### config.mk
export PLATFORM = sky130hd
export DESIGN_NAME = prot_master
export DESIGN_NICKNAME = d
export VERILOG_FILES = /design/src/logic/prot_pkg.sv /design/src/logic/prot_master.sv
export VERILOG_INCLUDE_DIRS = /design/src /design/src/logic
export SDC_FILE = /design/constraint.sdc
export NUM_CORES = 1
export LEC_CHECK = 0
export BUFFER_PORTS_ARGS = -buffer_cell sky130_fd_sc_hd__buf_2
export CAP_MARGIN = 30
export CORE_AREA = 2 2 279 281
export CTS_CLUSTER_SIZE = 16
export DETAILED_ROUTE_END_ITERATION = 6
export DIE_AREA = 0 0 281 283
export PLACE_DENSITY = 0.5
export SLEW_MARGIN = 5
export SYNTH_ARGS = -nofsm -noshare
export SYNTH_HDL_FRONTEND = slang
export SYNTH_SLANG_ARGS = --single-unit
export TNS_END_PERCENT = 50
### constraint.sdc
create_clock -name CLK_IN -period 1.6 [get_ports CLK_IN]
set_input_delay 0.32 -clock CLK_IN [delete_from_list [all_inputs] [get_ports CLK_IN]]
set_output_delay 0.32 -clock CLK_IN [all_outputs]
set_load 0.01 [all_outputs]
### src/logic/prot_cfg.svh
`ifndef PROT_CFG_SVH
`define PROT_CFG_SVH
// threshold code: 16-bit fraction of nominal voltage, 1.0 = 16'h8000
`define THR_WIDTH 16
`define THR_MAX 16'h0CCD
`define THR_DEFAULT 16'h00A4
`define VAL_WIDTH 16
`define N_STAGES 8
`define N_MODULES 4
`define N_SOURCES 16
`define SEL_WIDTH 5
`define SEL_NONE 5'h00
`define CNT_WIDTH 16
`define CNT_RESET 16'h0000
`endif

### src/logic/prot_pkg.sv
package prot_pkg;
  typedef struct packed {
    logic l1;
    logic l2;
    logic l3;
    logic gnd;
  } phase_flags_t;
  typedef struct packed {
    logic [15:0] ph_a;
    logic [15:0] ph_b;
    logic [15:0] ph_c;
    logic [15:0] resid_meas;
    logic [15:0] resid_calc;
    logic [15:0] sym_pos;
    logic [15:0] sym_neg;
    logic [15:0] sym_zero;
  } volt_set_t;
  typedef enum logic [2:0] {
    ST_OFF = 3'b001,
    ST_BLOCKED = 3'b010,
    ST_ACTIVE = 3'b100
  } prot_state_t;
endpackage

### src/logic/prot_master.sv
`include "prot_cfg.svh"
// Summary of operation
// phase voltages below phase cutoff threshold read zero on display
// residual and symmetrical component displays zeroed below own thresholds
// recording outputs carry the unmodified voltages
// master disabled suppresses every alarm and trip
// each module has a permanent enable; disabled module held off
// per-stage permanent trip block suppresses that stage's trip
// master temporary block needs permit and an assigned source
// master blocked exactly while permitted assigned source asserted
// module blocked while its permit active and its source asserted
// stage trip externally blockable only with its trip-block permit
// with permit, stage trip suppressed while selected source asserted
// block sources select digital inputs or any internal signal
// protection active only when enabled and not blocked
// disabled or blocked master zeroes all protective outputs
// collective alarm and trip are OR of all stages
// stage and collective alarm or trip both asserted
// trip executor acts on collected trip commands
// reset command clears fault number and grid fault counters
// collective alarm and trip also per phase and earth
// two master block sources, either one blocks when permitted
// gating each cycle, collective outputs registered one cycle
module prot_master
  import prot_pkg::*;
#(
  parameter int N_STAGES = `N_STAGES,
  parameter int N_MODULES = `N_MODULES,
  parameter int N_SOURCES = `N_SOURCES
) (
  input wire logic CLK_IN,
  input wire logic RESET_N_IN,
  input wire logic MASTER_ENABLE_IN,
  input wire logic EXT_BLOCK_PERMIT_IN,
  input wire logic [`SEL_WIDTH-1:0] EXT_BLOCK_SOURCE_A_IN,
  input wire logic [`SEL_WIDTH-1:0] EXT_BLOCK_SOURCE_B_IN,
  input wire logic [N_SOURCES-1:0] SOURCE_SIGNALS_IN,
  input wire logic [N_MODULES-1:0] MODULE_ENABLE_IN,
  input wire logic [N_MODULES-1:0] MODULE_BLOCK_PERMIT_IN,
  input wire logic [N_MODULES*`SEL_WIDTH-1:0] MODULE_BLOCK_SOURCE_IN,
  input wire logic [N_STAGES*$clog2(N_MODULES)-1:0] STAGE_MODULE_IN,
  input wire logic [N_STAGES-1:0] TRIP_PERM_BLOCK_IN,
  input wire logic [N_STAGES-1:0] EXT_TRIP_BLOCK_PERMIT_IN,
  input wire logic [N_STAGES*`SEL_WIDTH-1:0] EXT_TRIP_BLOCK_SOURCE_IN,
  input wire phase_flags_t [N_STAGES-1:0] STAGE_ALARM_IN,
  input wire phase_flags_t [N_STAGES-1:0] STAGE_TRIP_IN,
  input wire logic STAGE_FAULT_EVENT_IN,
  input wire logic GRID_FAULT_EVENT_IN,
  input wire logic RESET_COUNTERS_IN,
  input wire volt_set_t VOLTS_IN,
  input wire logic [`THR_WIDTH-1:0] PHASE_ZERO_THRESHOLD_IN,
  input wire logic [`THR_WIDTH-1:0] RESID_MEAS_ZERO_THRESHOLD_IN,
  input wire logic [`THR_WIDTH-1:0] RESID_CALC_ZERO_THRESHOLD_IN,
  input wire logic [`THR_WIDTH-1:0] SYMCOMP_ZERO_THRESHOLD_IN,
  output logic PROT_ACTIVE_OUT,
  output logic PROT_EXT_BLOCKED_OUT,
  output logic [N_STAGES-1:0] STAGE_ALARM_OUT,
  output logic [N_STAGES-1:0] STAGE_TRIP_OUT,
  output logic [N_STAGES-1:0] STAGE_TRIP_BLOCKED_OUT,
  output phase_flags_t ALARM_PHASE_OUT,
  output phase_flags_t TRIP_PHASE_OUT,
  output logic ALARM_OUT,
  output logic TRIP_OUT,
  output volt_set_t DISPLAY_VOLTS_OUT,
  output volt_set_t RECORD_VOLTS_OUT,
  output logic [`CNT_WIDTH-1:0] FAULT_NUMBER_OUT,
  output logic [`CNT_WIDTH-1:0] GRID_FAULT_COUNT_OUT
);
  localparam int MW = (N_MODULES > 1) ? $clog2(N_MODULES) : 1;

  // ****************************************
  // elaboration checks
  // ****************************************
  // at least one stage is needed for the collective outputs to mean anything
  if (N_STAGES < 1) begin : g_bad_stages
    $error("prot_master: N_STAGES must be at least 1");
  end

  // the stage-to-module index field needs at least one bit
  if (N_MODULES < 2) begin : g_bad_modules
    $error("prot_master: N_MODULES must be at least 2");
  end

  if (N_SOURCES < 1) begin : g_bad_sources_low
    $error("prot_master: N_SOURCES must be at least 1");
  end

  // selector code 0 is reserved, so only 2**SEL_WIDTH-1 sources are reachable
  if (N_SOURCES > 31) begin : g_bad_sources_high
    $error("prot_master: N_SOURCES must not exceed 31");
  end

  // ****************************************
  // helpers
  // ****************************************
  // selector 0 means nothing assigned; code k picks source k-1
  function automatic logic pick_source(input logic [`SEL_WIDTH-1:0] sel,
                                       input logic [N_SOURCES-1:0] src);
    logic hit;
    hit = 1'b0;
    for (int k = 0; k < N_SOURCES; k++) begin
      if (sel == `SEL_WIDTH'(k + 1)) begin
        hit = src[k];
      end
    end
    return hit;
  endfunction

  // zero the display copy only; thresholds are never applied upstream
  function automatic logic [`VAL_WIDTH-1:0] cut(input logic [`VAL_WIDTH-1:0] v,
                                                input logic [`THR_WIDTH-1:0] thr);
    return (v < thr) ? `VAL_WIDTH'(0) : v;
  endfunction

  // ****************************************
  // master gating
  // ****************************************
  logic master_block;
  logic master_ok;
  prot_state_t state_next;

  // unassigned selector never blocks, so permit alone has no effect
  assign master_block = EXT_BLOCK_PERMIT_IN &
    (pick_source(EXT_BLOCK_SOURCE_A_IN, SOURCE_SIGNALS_IN) |
     pick_source(EXT_BLOCK_SOURCE_B_IN, SOURCE_SIGNALS_IN));
  assign master_ok = MASTER_ENABLE_IN & ~master_block;

  always_comb begin
    if (!MASTER_ENABLE_IN) begin
      state_next = ST_OFF;
    end else if (master_block) begin
      state_next = ST_BLOCKED;
    end else begin
      state_next = ST_ACTIVE;
    end
  end

  // the status pair is the registered decode of the master state
  always_ff @(posedge CLK_IN or negedge RESET_N_IN) begin
    if (!RESET_N_IN) begin
      PROT_ACTIVE_OUT <= 1'b0;
      PROT_EXT_BLOCKED_OUT <= 1'b0;
    end else begin
      case (state_next)
        ST_ACTIVE: begin
          PROT_ACTIVE_OUT <= 1'b1;
          PROT_EXT_BLOCKED_OUT <= 1'b0;
        end
        ST_BLOCKED: begin
          PROT_ACTIVE_OUT <= 1'b0;
          PROT_EXT_BLOCKED_OUT <= 1'b1;
        end
        default: begin
          PROT_ACTIVE_OUT <= 1'b0;
          PROT_EXT_BLOCKED_OUT <= 1'b0;
        end
      endcase
    end
  end

  // ****************************************
  // module and stage gating
  // ****************************************
  logic [N_MODULES-1:0] module_ok;
  logic [N_STAGES-1:0] stage_ok;
  logic [N_STAGES-1:0] trip_ok;
  phase_flags_t [N_STAGES-1:0] alarm_g;
  phase_flags_t [N_STAGES-1:0] trip_g;

  always_comb begin
    for (int m = 0; m < N_MODULES; m++) begin
      module_ok[m] = MODULE_ENABLE_IN[m] &
        ~(MODULE_BLOCK_PERMIT_IN[m] &
          pick_source(MODULE_BLOCK_SOURCE_IN[m*`SEL_WIDTH +: `SEL_WIDTH],
                      SOURCE_SIGNALS_IN));
    end
  end

  always_comb begin
    for (int s = 0; s < N_STAGES; s++) begin
      stage_ok[s] = master_ok &
        module_ok[MW'(STAGE_MODULE_IN[s*MW +: MW]) % N_MODULES];
      trip_ok[s] = ~TRIP_PERM_BLOCK_IN[s] &
        ~(EXT_TRIP_BLOCK_PERMIT_IN[s] &
          pick_source(EXT_TRIP_BLOCK_SOURCE_IN[s*`SEL_WIDTH +: `SEL_WIDTH],
                      SOURCE_SIGNALS_IN));
      alarm_g[s] = stage_ok[s] ? STAGE_ALARM_IN[s] : '0;
      trip_g[s] = (stage_ok[s] & trip_ok[s]) ? STAGE_TRIP_IN[s] : '0;
    end
  end

  // ****************************************
  // collective outputs
  // ****************************************
  phase_flags_t alarm_or;
  phase_flags_t trip_or;

  always_comb begin
    alarm_or = '0;
    trip_or = '0;
    for (int s = 0; s < N_STAGES; s++) begin
      alarm_or = alarm_or | alarm_g[s];
      trip_or = trip_or | trip_g[s];
    end
  end

  // ****************************************
  // per-stage outputs
  // ****************************************
  always_ff @(posedge CLK_IN or negedge RESET_N_IN) begin
    if (!RESET_N_IN) begin
      STAGE_ALARM_OUT <= '0;
      STAGE_TRIP_OUT <= '0;
    end else begin
      for (int s = 0; s < N_STAGES; s++) begin
        STAGE_ALARM_OUT[s] <= |alarm_g[s];
        STAGE_TRIP_OUT[s] <= |trip_g[s];
      end
    end
  end

  // shows the block even while the stage is quiet, so a setting is visible
  always_ff @(posedge CLK_IN or negedge RESET_N_IN) begin
    if (!RESET_N_IN) begin
      STAGE_TRIP_BLOCKED_OUT <= '0;
    end else begin
      for (int s = 0; s < N_STAGES; s++) begin
        STAGE_TRIP_BLOCKED_OUT[s] <= ~trip_ok[s];
      end
    end
  end

  // ****************************************
  // per-phase collective outputs
  // ****************************************
  always_ff @(posedge CLK_IN or negedge RESET_N_IN) begin
    if (!RESET_N_IN) begin
      ALARM_PHASE_OUT <= '0;
      TRIP_PHASE_OUT <= '0;
    end else begin
      ALARM_PHASE_OUT <= alarm_or;
      TRIP_PHASE_OUT <= trip_or;
    end
  end

  // ****************************************
  // general collective outputs
  // ****************************************
  // taken from the same gated flags, so general and per-phase never disagree
  always_ff @(posedge CLK_IN or negedge RESET_N_IN) begin
    if (!RESET_N_IN) begin
      ALARM_OUT <= 1'b0;
      TRIP_OUT <= 1'b0;
    end else begin
      ALARM_OUT <= |alarm_or;
      TRIP_OUT <= |trip_or;
    end
  end

  // ****************************************
  // display cutoff and recording path
  // ****************************************
  always_ff @(posedge CLK_IN or negedge RESET_N_IN) begin
    if (!RESET_N_IN) begin
      DISPLAY_VOLTS_OUT <= '0;
    end else begin
      DISPLAY_VOLTS_OUT.ph_a <= cut(VOLTS_IN.ph_a, PHASE_ZERO_THRESHOLD_IN);
      DISPLAY_VOLTS_OUT.ph_b <= cut(VOLTS_IN.ph_b, PHASE_ZERO_THRESHOLD_IN);
      DISPLAY_VOLTS_OUT.ph_c <= cut(VOLTS_IN.ph_c, PHASE_ZERO_THRESHOLD_IN);
      DISPLAY_VOLTS_OUT.resid_meas <=
        cut(VOLTS_IN.resid_meas, RESID_MEAS_ZERO_THRESHOLD_IN);
      DISPLAY_VOLTS_OUT.resid_calc <=
        cut(VOLTS_IN.resid_calc, RESID_CALC_ZERO_THRESHOLD_IN);
      DISPLAY_VOLTS_OUT.sym_pos <= cut(VOLTS_IN.sym_pos, SYMCOMP_ZERO_THRESHOLD_IN);
      DISPLAY_VOLTS_OUT.sym_neg <= cut(VOLTS_IN.sym_neg, SYMCOMP_ZERO_THRESHOLD_IN);
      DISPLAY_VOLTS_OUT.sym_zero <= cut(VOLTS_IN.sym_zero, SYMCOMP_ZERO_THRESHOLD_IN);
    end
  end

  // recorders get the raw copy; no threshold ever reaches this path
  always_ff @(posedge CLK_IN or negedge RESET_N_IN) begin
    if (!RESET_N_IN) begin
      RECORD_VOLTS_OUT <= '0;
    end else begin
      RECORD_VOLTS_OUT <= VOLTS_IN;
    end
  end

  // ****************************************
  // fault counters
  // ****************************************
  // reset wins over a same-cycle event; the command is an explicit clear
  // counters wrap at full scale; no saturation is applied
  always_ff @(posedge CLK_IN or negedge RESET_N_IN) begin
    if (!RESET_N_IN) begin
      FAULT_NUMBER_OUT <= `CNT_RESET;
    end else if (RESET_COUNTERS_IN) begin
      FAULT_NUMBER_OUT <= `CNT_RESET;
    end else if (STAGE_FAULT_EVENT_IN) begin
      FAULT_NUMBER_OUT <= FAULT_NUMBER_OUT + `CNT_WIDTH'(1);
    end
  end

  always_ff @(posedge CLK_IN or negedge RESET_N_IN) begin
    if (!RESET_N_IN) begin
      GRID_FAULT_COUNT_OUT <= `CNT_RESET;
    end else if (RESET_COUNTERS_IN) begin
      GRID_FAULT_COUNT_OUT <= `CNT_RESET;
    end else if (GRID_FAULT_EVENT_IN) begin
      GRID_FAULT_COUNT_OUT <= GRID_FAULT_COUNT_OUT + `CNT_WIDTH'(1);
    end
  end
endmodule

==> results of run 1 <==
[power by group]
group / internal [mW] / switching (mW)
clock: 4.97 / 3.80
sequential: 8.74 / 0.188
combinational: 3.29 / 3.36
[worst max-delay path: stages]
cell	delay (ns)
buf_4	0.13
nor3_1	0.06
a311oi_2	0.24
o211ai_1	0.14
a311oi_2	0.21
buf_4	0.17
o31ai_4	0.12
o221ai_2	0.28
buf_4	0.19
buf_4	0.13
nor4_4	0.05
a2111oi_4	0.50
o2111ai_4	0.19
or4_1	0.45
[metrics by stage]
stage / TNS (ns) / hold WS, ns / area [um2] / utilization, %
after floorplan: -95.12 / 0.0244 / 16800 / -
after global placement: -173.08 / 0.239 / 24200 / 31.5
after detailed placement: -174.33 / 0.237 / 24200 / 31.5
after CTS: -50.34 / 0.00282 / 28000 / 36.5
after global routing: -63.00 / 0.00345 / 29100 / 37.9
final: -53.73 / 0.0345 / 29100 / 37.9
[path summary, 6_finish.rpt]
kind | from | to | slack (ns) | cells past startpoint
worst max register to register | GRID_FAULT_COUNT_OUT[5]$_DFFE_PN0P_ | GRID_FAULT_COUNT_OUT[14]$_DFFE_PN0P_ | 0.03 | 7
min in group asynchronous | RESET_N_IN | DISPLAY_VOLTS_OUT[112]$_DFF_PN0_ | 0.23 | 2
worst min-delay path | VOLTS_IN[10] | DISPLAY_VOLTS_OUT[10]$_DFF_PN0_ | 0.03 | 2
max in group asynchronous | RESET_N_IN | STAGE_TRIP_BLOCKED_OUT[4]$_DFF_PN0_ | 0.63 | 4
worst max-delay path | MODULE_BLOCK_SOURCE_IN[2] | TRIP_OUT$_DFF_PN0_ | -1.18 | 14
worst min register to register | FAULT_NUMBER_OUT[9]$_DFFE_PN0P_ | FAULT_NUMBER_OUT[9]$_DFFE_PN0P_ | 0.57 | 2
[placed cells by master (no fill, tap or decap), drive strengths merged, types with 14 or more instances in the layout]
master,count
buf,1113
nor4,31
and3,14
nand3,37
xor2,16
and2,34
inv,144
nand2b,23
nor3,50
mux4,24
dlygate4sd3,127
mux2i,20
clkbuf,53
nor2,112
a31oi,14
nand2,71
nor2b,99
ha,122
dfrtp,324
o21ai,45
a21o,50
a21oi,57
[per-layer routing]
layer	vias up	global-route usage (%)	part of all wire (%)
met3	162	5.93	8.4
met4	32	7.27	3.8
met2	672	33.6	49
met1	8280	22.1	38
li1	7937	-	-
met5	-	0	0.26
[cell families (layout without fill, tap and decap cells)]
group	Yosys count	after routing	share of synthesized area, %
and+or+nand+nor	535	535	17.4
other	0	11	0
xor gates and xnor gates	28	28	1.49
AOI/OAI and AO/OA	288	288	12.7
adders and majority gates	122	122	9.27
DFF	324	324	49.2
muxes	51	51	5.11
buffers and inverters	203	1452	4.81
[layout make-up]
class | instances | area share, %
Multi-Input combinational cell | 1024 | 30.7
Antenna cell | 11 | 0.0946
Clock inverter | 18 | 0.761
Timing Repair Buffer | 1244 | 30.6
Sequential cell | 324 | 27.9
Tap cell | 1040 | 4.47
Inverter | 141 | 2.00
Clock buffer | 49 | 3.54
[state kept, by name (all words and copies together), names as in the netlist, 4 cells and up]
signal	cells
TRIP_PHASE_OUT	4
STAGE_TRIP_OUT	8
GRID_FAULT_COUNT_OUT	16
ALARM_PHASE_OUT	4
STAGE_ALARM_OUT	8
DISPLAY_VOLTS_OUT	128
FAULT_NUMBER_OUT	16
STAGE_TRIP_BLOCKED_OUT	8
RECORD_VOLTS_OUT	128
[timing repair]
| action | CTS | global route |
|---|---|---|
| setup endpoints to repair | 167 | 180 |
| resized for setup | 199 | 218 |
| hold endpoints to repair | 231 | 0 |
| pin swaps | 74 | 76 |
| gates cloned | 4 | 2 |
| setup buffers | 53 | 29 |
| hold buffers | 127 | 0 |
==> flow_metrics.py, run 1 <==
metrics = {
    "final_layout": {
        "seqCellArea_um2": 8110,
        "nets": 3283,
        "nFillCells": 7571,
        "area_delta_synth_final_pct": 76.7,
        "instances_no_fill": 3851,
        "drive_above_1_share_pct": 50.7,
        "multi_input_area_um2": 8930,
    },
    "floorplan": {
        "coreArea_um2": 76700,
        "die_h_um": 283,
        "die_w_um": 281,
        "dieArea_um2": 79500,
        "rows": 102,
        "start_util_pct": 21.5,
        "design.portCount": 713,
    },
    "power": {
        "pwr_density_cell_nw_per_um2": 836,
        "ir_worst_vdd_mv": 0.567,
        "total_power_mw": 24.3,
        "p_leak_nw": 14.7,
    },
    "synthesis": {
        "synth_top_area_share_pct": 49.2,
        "synth_top_area_cell": "dfrtp_1",
        "ys_seq_area_share_pct": 49.2,
        "syn_area_um2": 16500,
        "synth-async-reset-ratio_pct": 100,
        "synth_most_common_cell": "dfrtp_1",
        "ys_warn_count": 0,
        "synth_seq_cells": 324,
        "ys_top_cells_by_count": "dfrtp_1 (324), inv_1 (138), ha_1 (122)",
        "syn_avg_cell_area_um2": 10.6,
        "yosys-top-cells-area": "dfrtp_1 (49%), ha_1 (9.3%), nor2b_1 (3.8%), inv_1 (3.1%), nor2_1 (2.6%)",
        "synthFlopType": "dfrtp_1",
        "synth_cell_types": 82,
        "synth_cells": 1551,
        "synth_edf_count": 0,
        "syn-num-nets": 2062,
    },
    "detailed_routing": {
        "ant_nets": 0,
        "via_count": 17100,
        "drc": 0,
        "drt-pass1-iter-count": 5,
        "drt-total-wl_um": 80200,
        "drt_iter0_markers": 903,
        "wl_per_cell_um": 20.8,
        "viasPerCell": 4.44,
    },
    "clock_tree": {
        "cts_root_buffer": "clkbuf_16",
        "clockBufferDepth": 3,
        "htreeDepth": 2,
        "cts_tree": "built",
        "clkTransAtPathRegs_ns": 0.06,
        "clock_sinks": 324,
        "cts_buffers": 37,
        "clk_latency_ns": 0.57,
    },
    "sta": {
        "rsz0062_at_grt": "true",
        "setup_viol": 160,
        "relSlewSlack_pct": 49.5,
        "finalCritPeriodShare_pct": 174,
        "drv_slew": 0,
        "worst_slew_pin_slew_ns": 0.751,
        "fmax_mhz": 359,
        "skew_ns": 0.0230,
        "hold_violations": 0,
        "fin_crit_ns": 2.78,
        "worst_slack_ns": -1.18,
    },
    "placed_design": {
        "port_buffers": 712,
        "dp_cells": 3577,
        "globalplace.congestion": 0.957,
        "place_ws_ns": -2.02,
        "hpwl_um": 64200,
    },
    "run": {
        "drv_cap": 0,
    },
    "critical_path": {
        "cp_max_fo": 6,
        "crit_type": "in2reg",
        "cp.required_ns": 2.01,
        "critPathLaunchType": "input pin",
        "cp.arrival_ns": 3.20,
        "end_kind": "flop",
    },
    "global_routing": {
        "globalRouteOverflowTotal": 0,
        "grt_usage_pct": 19.3,
        "grt_max_degree": 52,
        "antenna_found_initial": 28,
        "grt_pass1_vias": 18000,
        "grt_pass1_wl_um": 115000,
    },
    "run_status": {
        "run_status": "finished, violations left",
        "failed_checks": "setup timing",
    },
    "worst_hold_path": {
        "hold_class": "in2reg",
    },
}
Power figures use the tool's default switching activity.
==> inputs of run 2 (changes only) <==
Settings changed: CORE_AREA 2 2 279 281 to 2 2 276 278, DIE_AREA 0 0 281 283 to 0 0 278 280, PLACE_DENSITY 0.5 to 0.49.
Clock period 1.6 ns to 3.2 ns, I/O delays scaled along.
==> flow_metrics.py, run 2 (synthesized netlist as in run 1, its figures left out) <==
metrics = {
    "final_layout": {
        "instances_no_fill": 3437,
        "drive_above_1_share_pct": 42.3,
        "final_util_pct": 32.2,
        "nets": 2937,
        "final_common_cell": "buf_2",
        "layout_common_cells": "buf_2 (710), dfrtp_1 (324), buf_4 (168)",
        "reg_top3": "DISPLAY_VOLTS_OUT x128, RECORD_VOLTS_OUT x128",
        "area_delta_synth_final_pct": 47.1,
        "final_cell_area_um2": 24200,
    },
    "global_routing": {
        "grt_pass1_wl_um": 105000,
        "grt_usage_pct": 17.9,
        "grt_pass1_vias": 15900,
        "antenna_found_initial": 17,
        "grt_max_degree": 88,
        "globalRouteOverflowTotal": 0,
    },
    "critical_path": {
        "reg2reg_slack_ns": 1.29,
        "path_cells": "buf_2, buf_4, mux4_1, mux4_2, nand2_1, o311ai_1, buf_12, a21o_1, nor4_1, a2111oi_2, o2111ai_2, or4_1",
        "crit_end": "TRIP_OUT$_DFF_PN0_",
        "cp_num_buf_inv": 3,
        "slowest_stage": "or4_1",
        "startpoint": "SOURCE_SIGNALS_IN[6]",
        "cp.arrival_ns": 3.54,
        "r2r-start": "GRID_FAULT_COUNT_OUT[4]$_DFFE_PN0P_",
        "crit_type": "in2reg",
        "cp.depth": 12,
        "rr_endpoint": "GRID_FAULT_COUNT_OUT[15]$_DFFE_PN0P_",
        "max_stage_delay_ns": 0.55,
        "cp_max_fo": 8,
        "end_kind": "flop",
        "worst_path_dominant_cell_family": "compound AO/OA/AOI/OAI gates",
        "cp.required_ns": 3.63,
        "r2r_cells": 9,
        "critPathLaunchType": "input pin",
    },
    "clock_tree": {
        "cts_buffers": 39,
        "clk_latency_ns": 0.58,
        "clock_sinks": 324,
        "clkTransAtPathRegs_ns": 0.06,
        "htreeDepth": 2,
        "cts_tree": "built",
        "cts_root_buffer": "clkbuf_16",
        "clockBufferDepth": 3,
    },
    "sta": {
        "hold_ws_ns": 0.193,
        "rsz0062_at_grt": "true",
        "relSlewSlack_pct": 35.8,
        "skew_ns": 0.0297,
        "setup_viol": 0,
        "drv_slew": 0,
        "fin_crit_ns": 3.11,
        "finalCritPeriodShare_pct": 97.0,
        "worst_slew_pin_slew_ns": 0.954,
        "fmax_mhz": 322,
        "hold_violations": 0,
        "worst_slack_ns": 0.0950,
        "fin_setup_tns_ns": 0,
    },
    "floorplan": {
        "rows": 101,
        "coreArea_um2": 75200,
        "die_h_um": 280,
        "die_w_um": 278,
        "design.portCount": 713,
        "start_util_pct": 21.9,
        "dieArea_um2": 77800,
    },
    "detailed_routing": {
        "drt-total-wl_um": 73100,
        "via_count": 15500,
        "drc": 0,
        "ant_nets": 0,
        "drt_iter0_markers": 887,
        "wl_per_cell_um": 21.3,
        "viasPerCell": 4.52,
        "drt-pass1-iter-count": 6,
    },
    "placed_design": {
        "port_buffers": 712,
        "globalplace.congestion": 0.945,
        "hpwl_um": 60300,
        "dp_cells": 3358,
        "place_ws_ns": -0.706,
        "dpl_cell_area_um2": 22600,
    },
    "worst_hold_path": {
        "hold_depth": 1,
        "hold_class": "in2reg",
    },
    "run": {
        "drv_cap": 0,
    },
    "power": {
        "p_leak_nw": 12.6,
        "ir_worst_vdd_mv": 0.328,
        "total_power_mw": 11.7,
        "pwr_density_cell_nw_per_um2": 482,
    },
    "run_status": {
        "run_status": "finished clean",
    },
}
run 2: changes by cell type in the layout (fill, tap and decap cells not counted), moves of 13 or more:
cell and change:
buf_2 +32, nor2b_4 -15, nor2_1 +17, buf_8 -14, buf_4 -137, buf_12 -21, dlygate4sd3_1 -126, and2_1 +17
nor3_4 -13, nor2b_1 +18, and2_4 -17, buf_6 -75, nor3_1 +23
run 2: area by class of cell:
| class | instances | area, um2 |
|---|---|---|
| Tap cell | 978 | 1220 |
| Multi-Input combinational cell | 1024 | 7840 |
| Antenna cell | 7 | 17.5 |
| Fill cell | 7774 | 51000 |
| Clock inverter | 17 | 278 |
| Clock buffer | 50 | 1080 |
| Timing Repair Buffer | 896 | 5150 |
| Inverter | 141 | 529 |
| Sequential cell | 324 | 8110 |
run 2: repair_timing:
| item | CTS | global route |
|---|---|---|
| hold endpoints to repair | 34 | 0 |
| gates resized for setup | 5 | 37 |
| buffers inserted | 0 | 4 |
| endpoints found under the setup margin | 4 | 10 |
| pin swaps | 0 | 9 |
| hold buffers | 1 | 0 |
run 2: worst min-delay path by stage:
stage / start / to
global route: VOLTS_IN[99] / RECORD_VOLTS_OUT[99]$_DFF_PN0_
CTS: VOLTS_IN[99] / RECORD_VOLTS_OUT[99]$_DFF_PN0_
detailed placement: GRID_FAULT_COUNT_OUT[15]$_DFFE_PN0P_ / GRID_FAULT_COUNT_OUT[15]$_DFFE_PN0P_
finish: VOLTS_IN[99] / RECORD_VOLTS_OUT[99]$_DFF_PN0_
global placement: GRID_FAULT_COUNT_OUT[15]$_DFFE_PN0P_ / GRID_FAULT_COUNT_OUT[15]$_DFFE_PN0P_
floorplan: RESET_N_IN / ALARM_OUT$_DFF_PN0_
run 2: where the power goes:
group | leakage (nW) | internal [mW] | switching [mW]
registers | 4.07 | 4.37 | 0.101
clock network | 0.660 | 2.82 | 1.92
logic | 7.86 | 1.07 | 1.39
run 2: metal layers:
metal  routed length, um  vias to the layer above  global-route usage, %
li1                    -                     7232                      -
met1               30000                     7539                   21.6
met2               36700                      648                   32.2
met3                4750                      101                   4.26
met4                1680                        8                   4.30
met5                  44                        -                      0
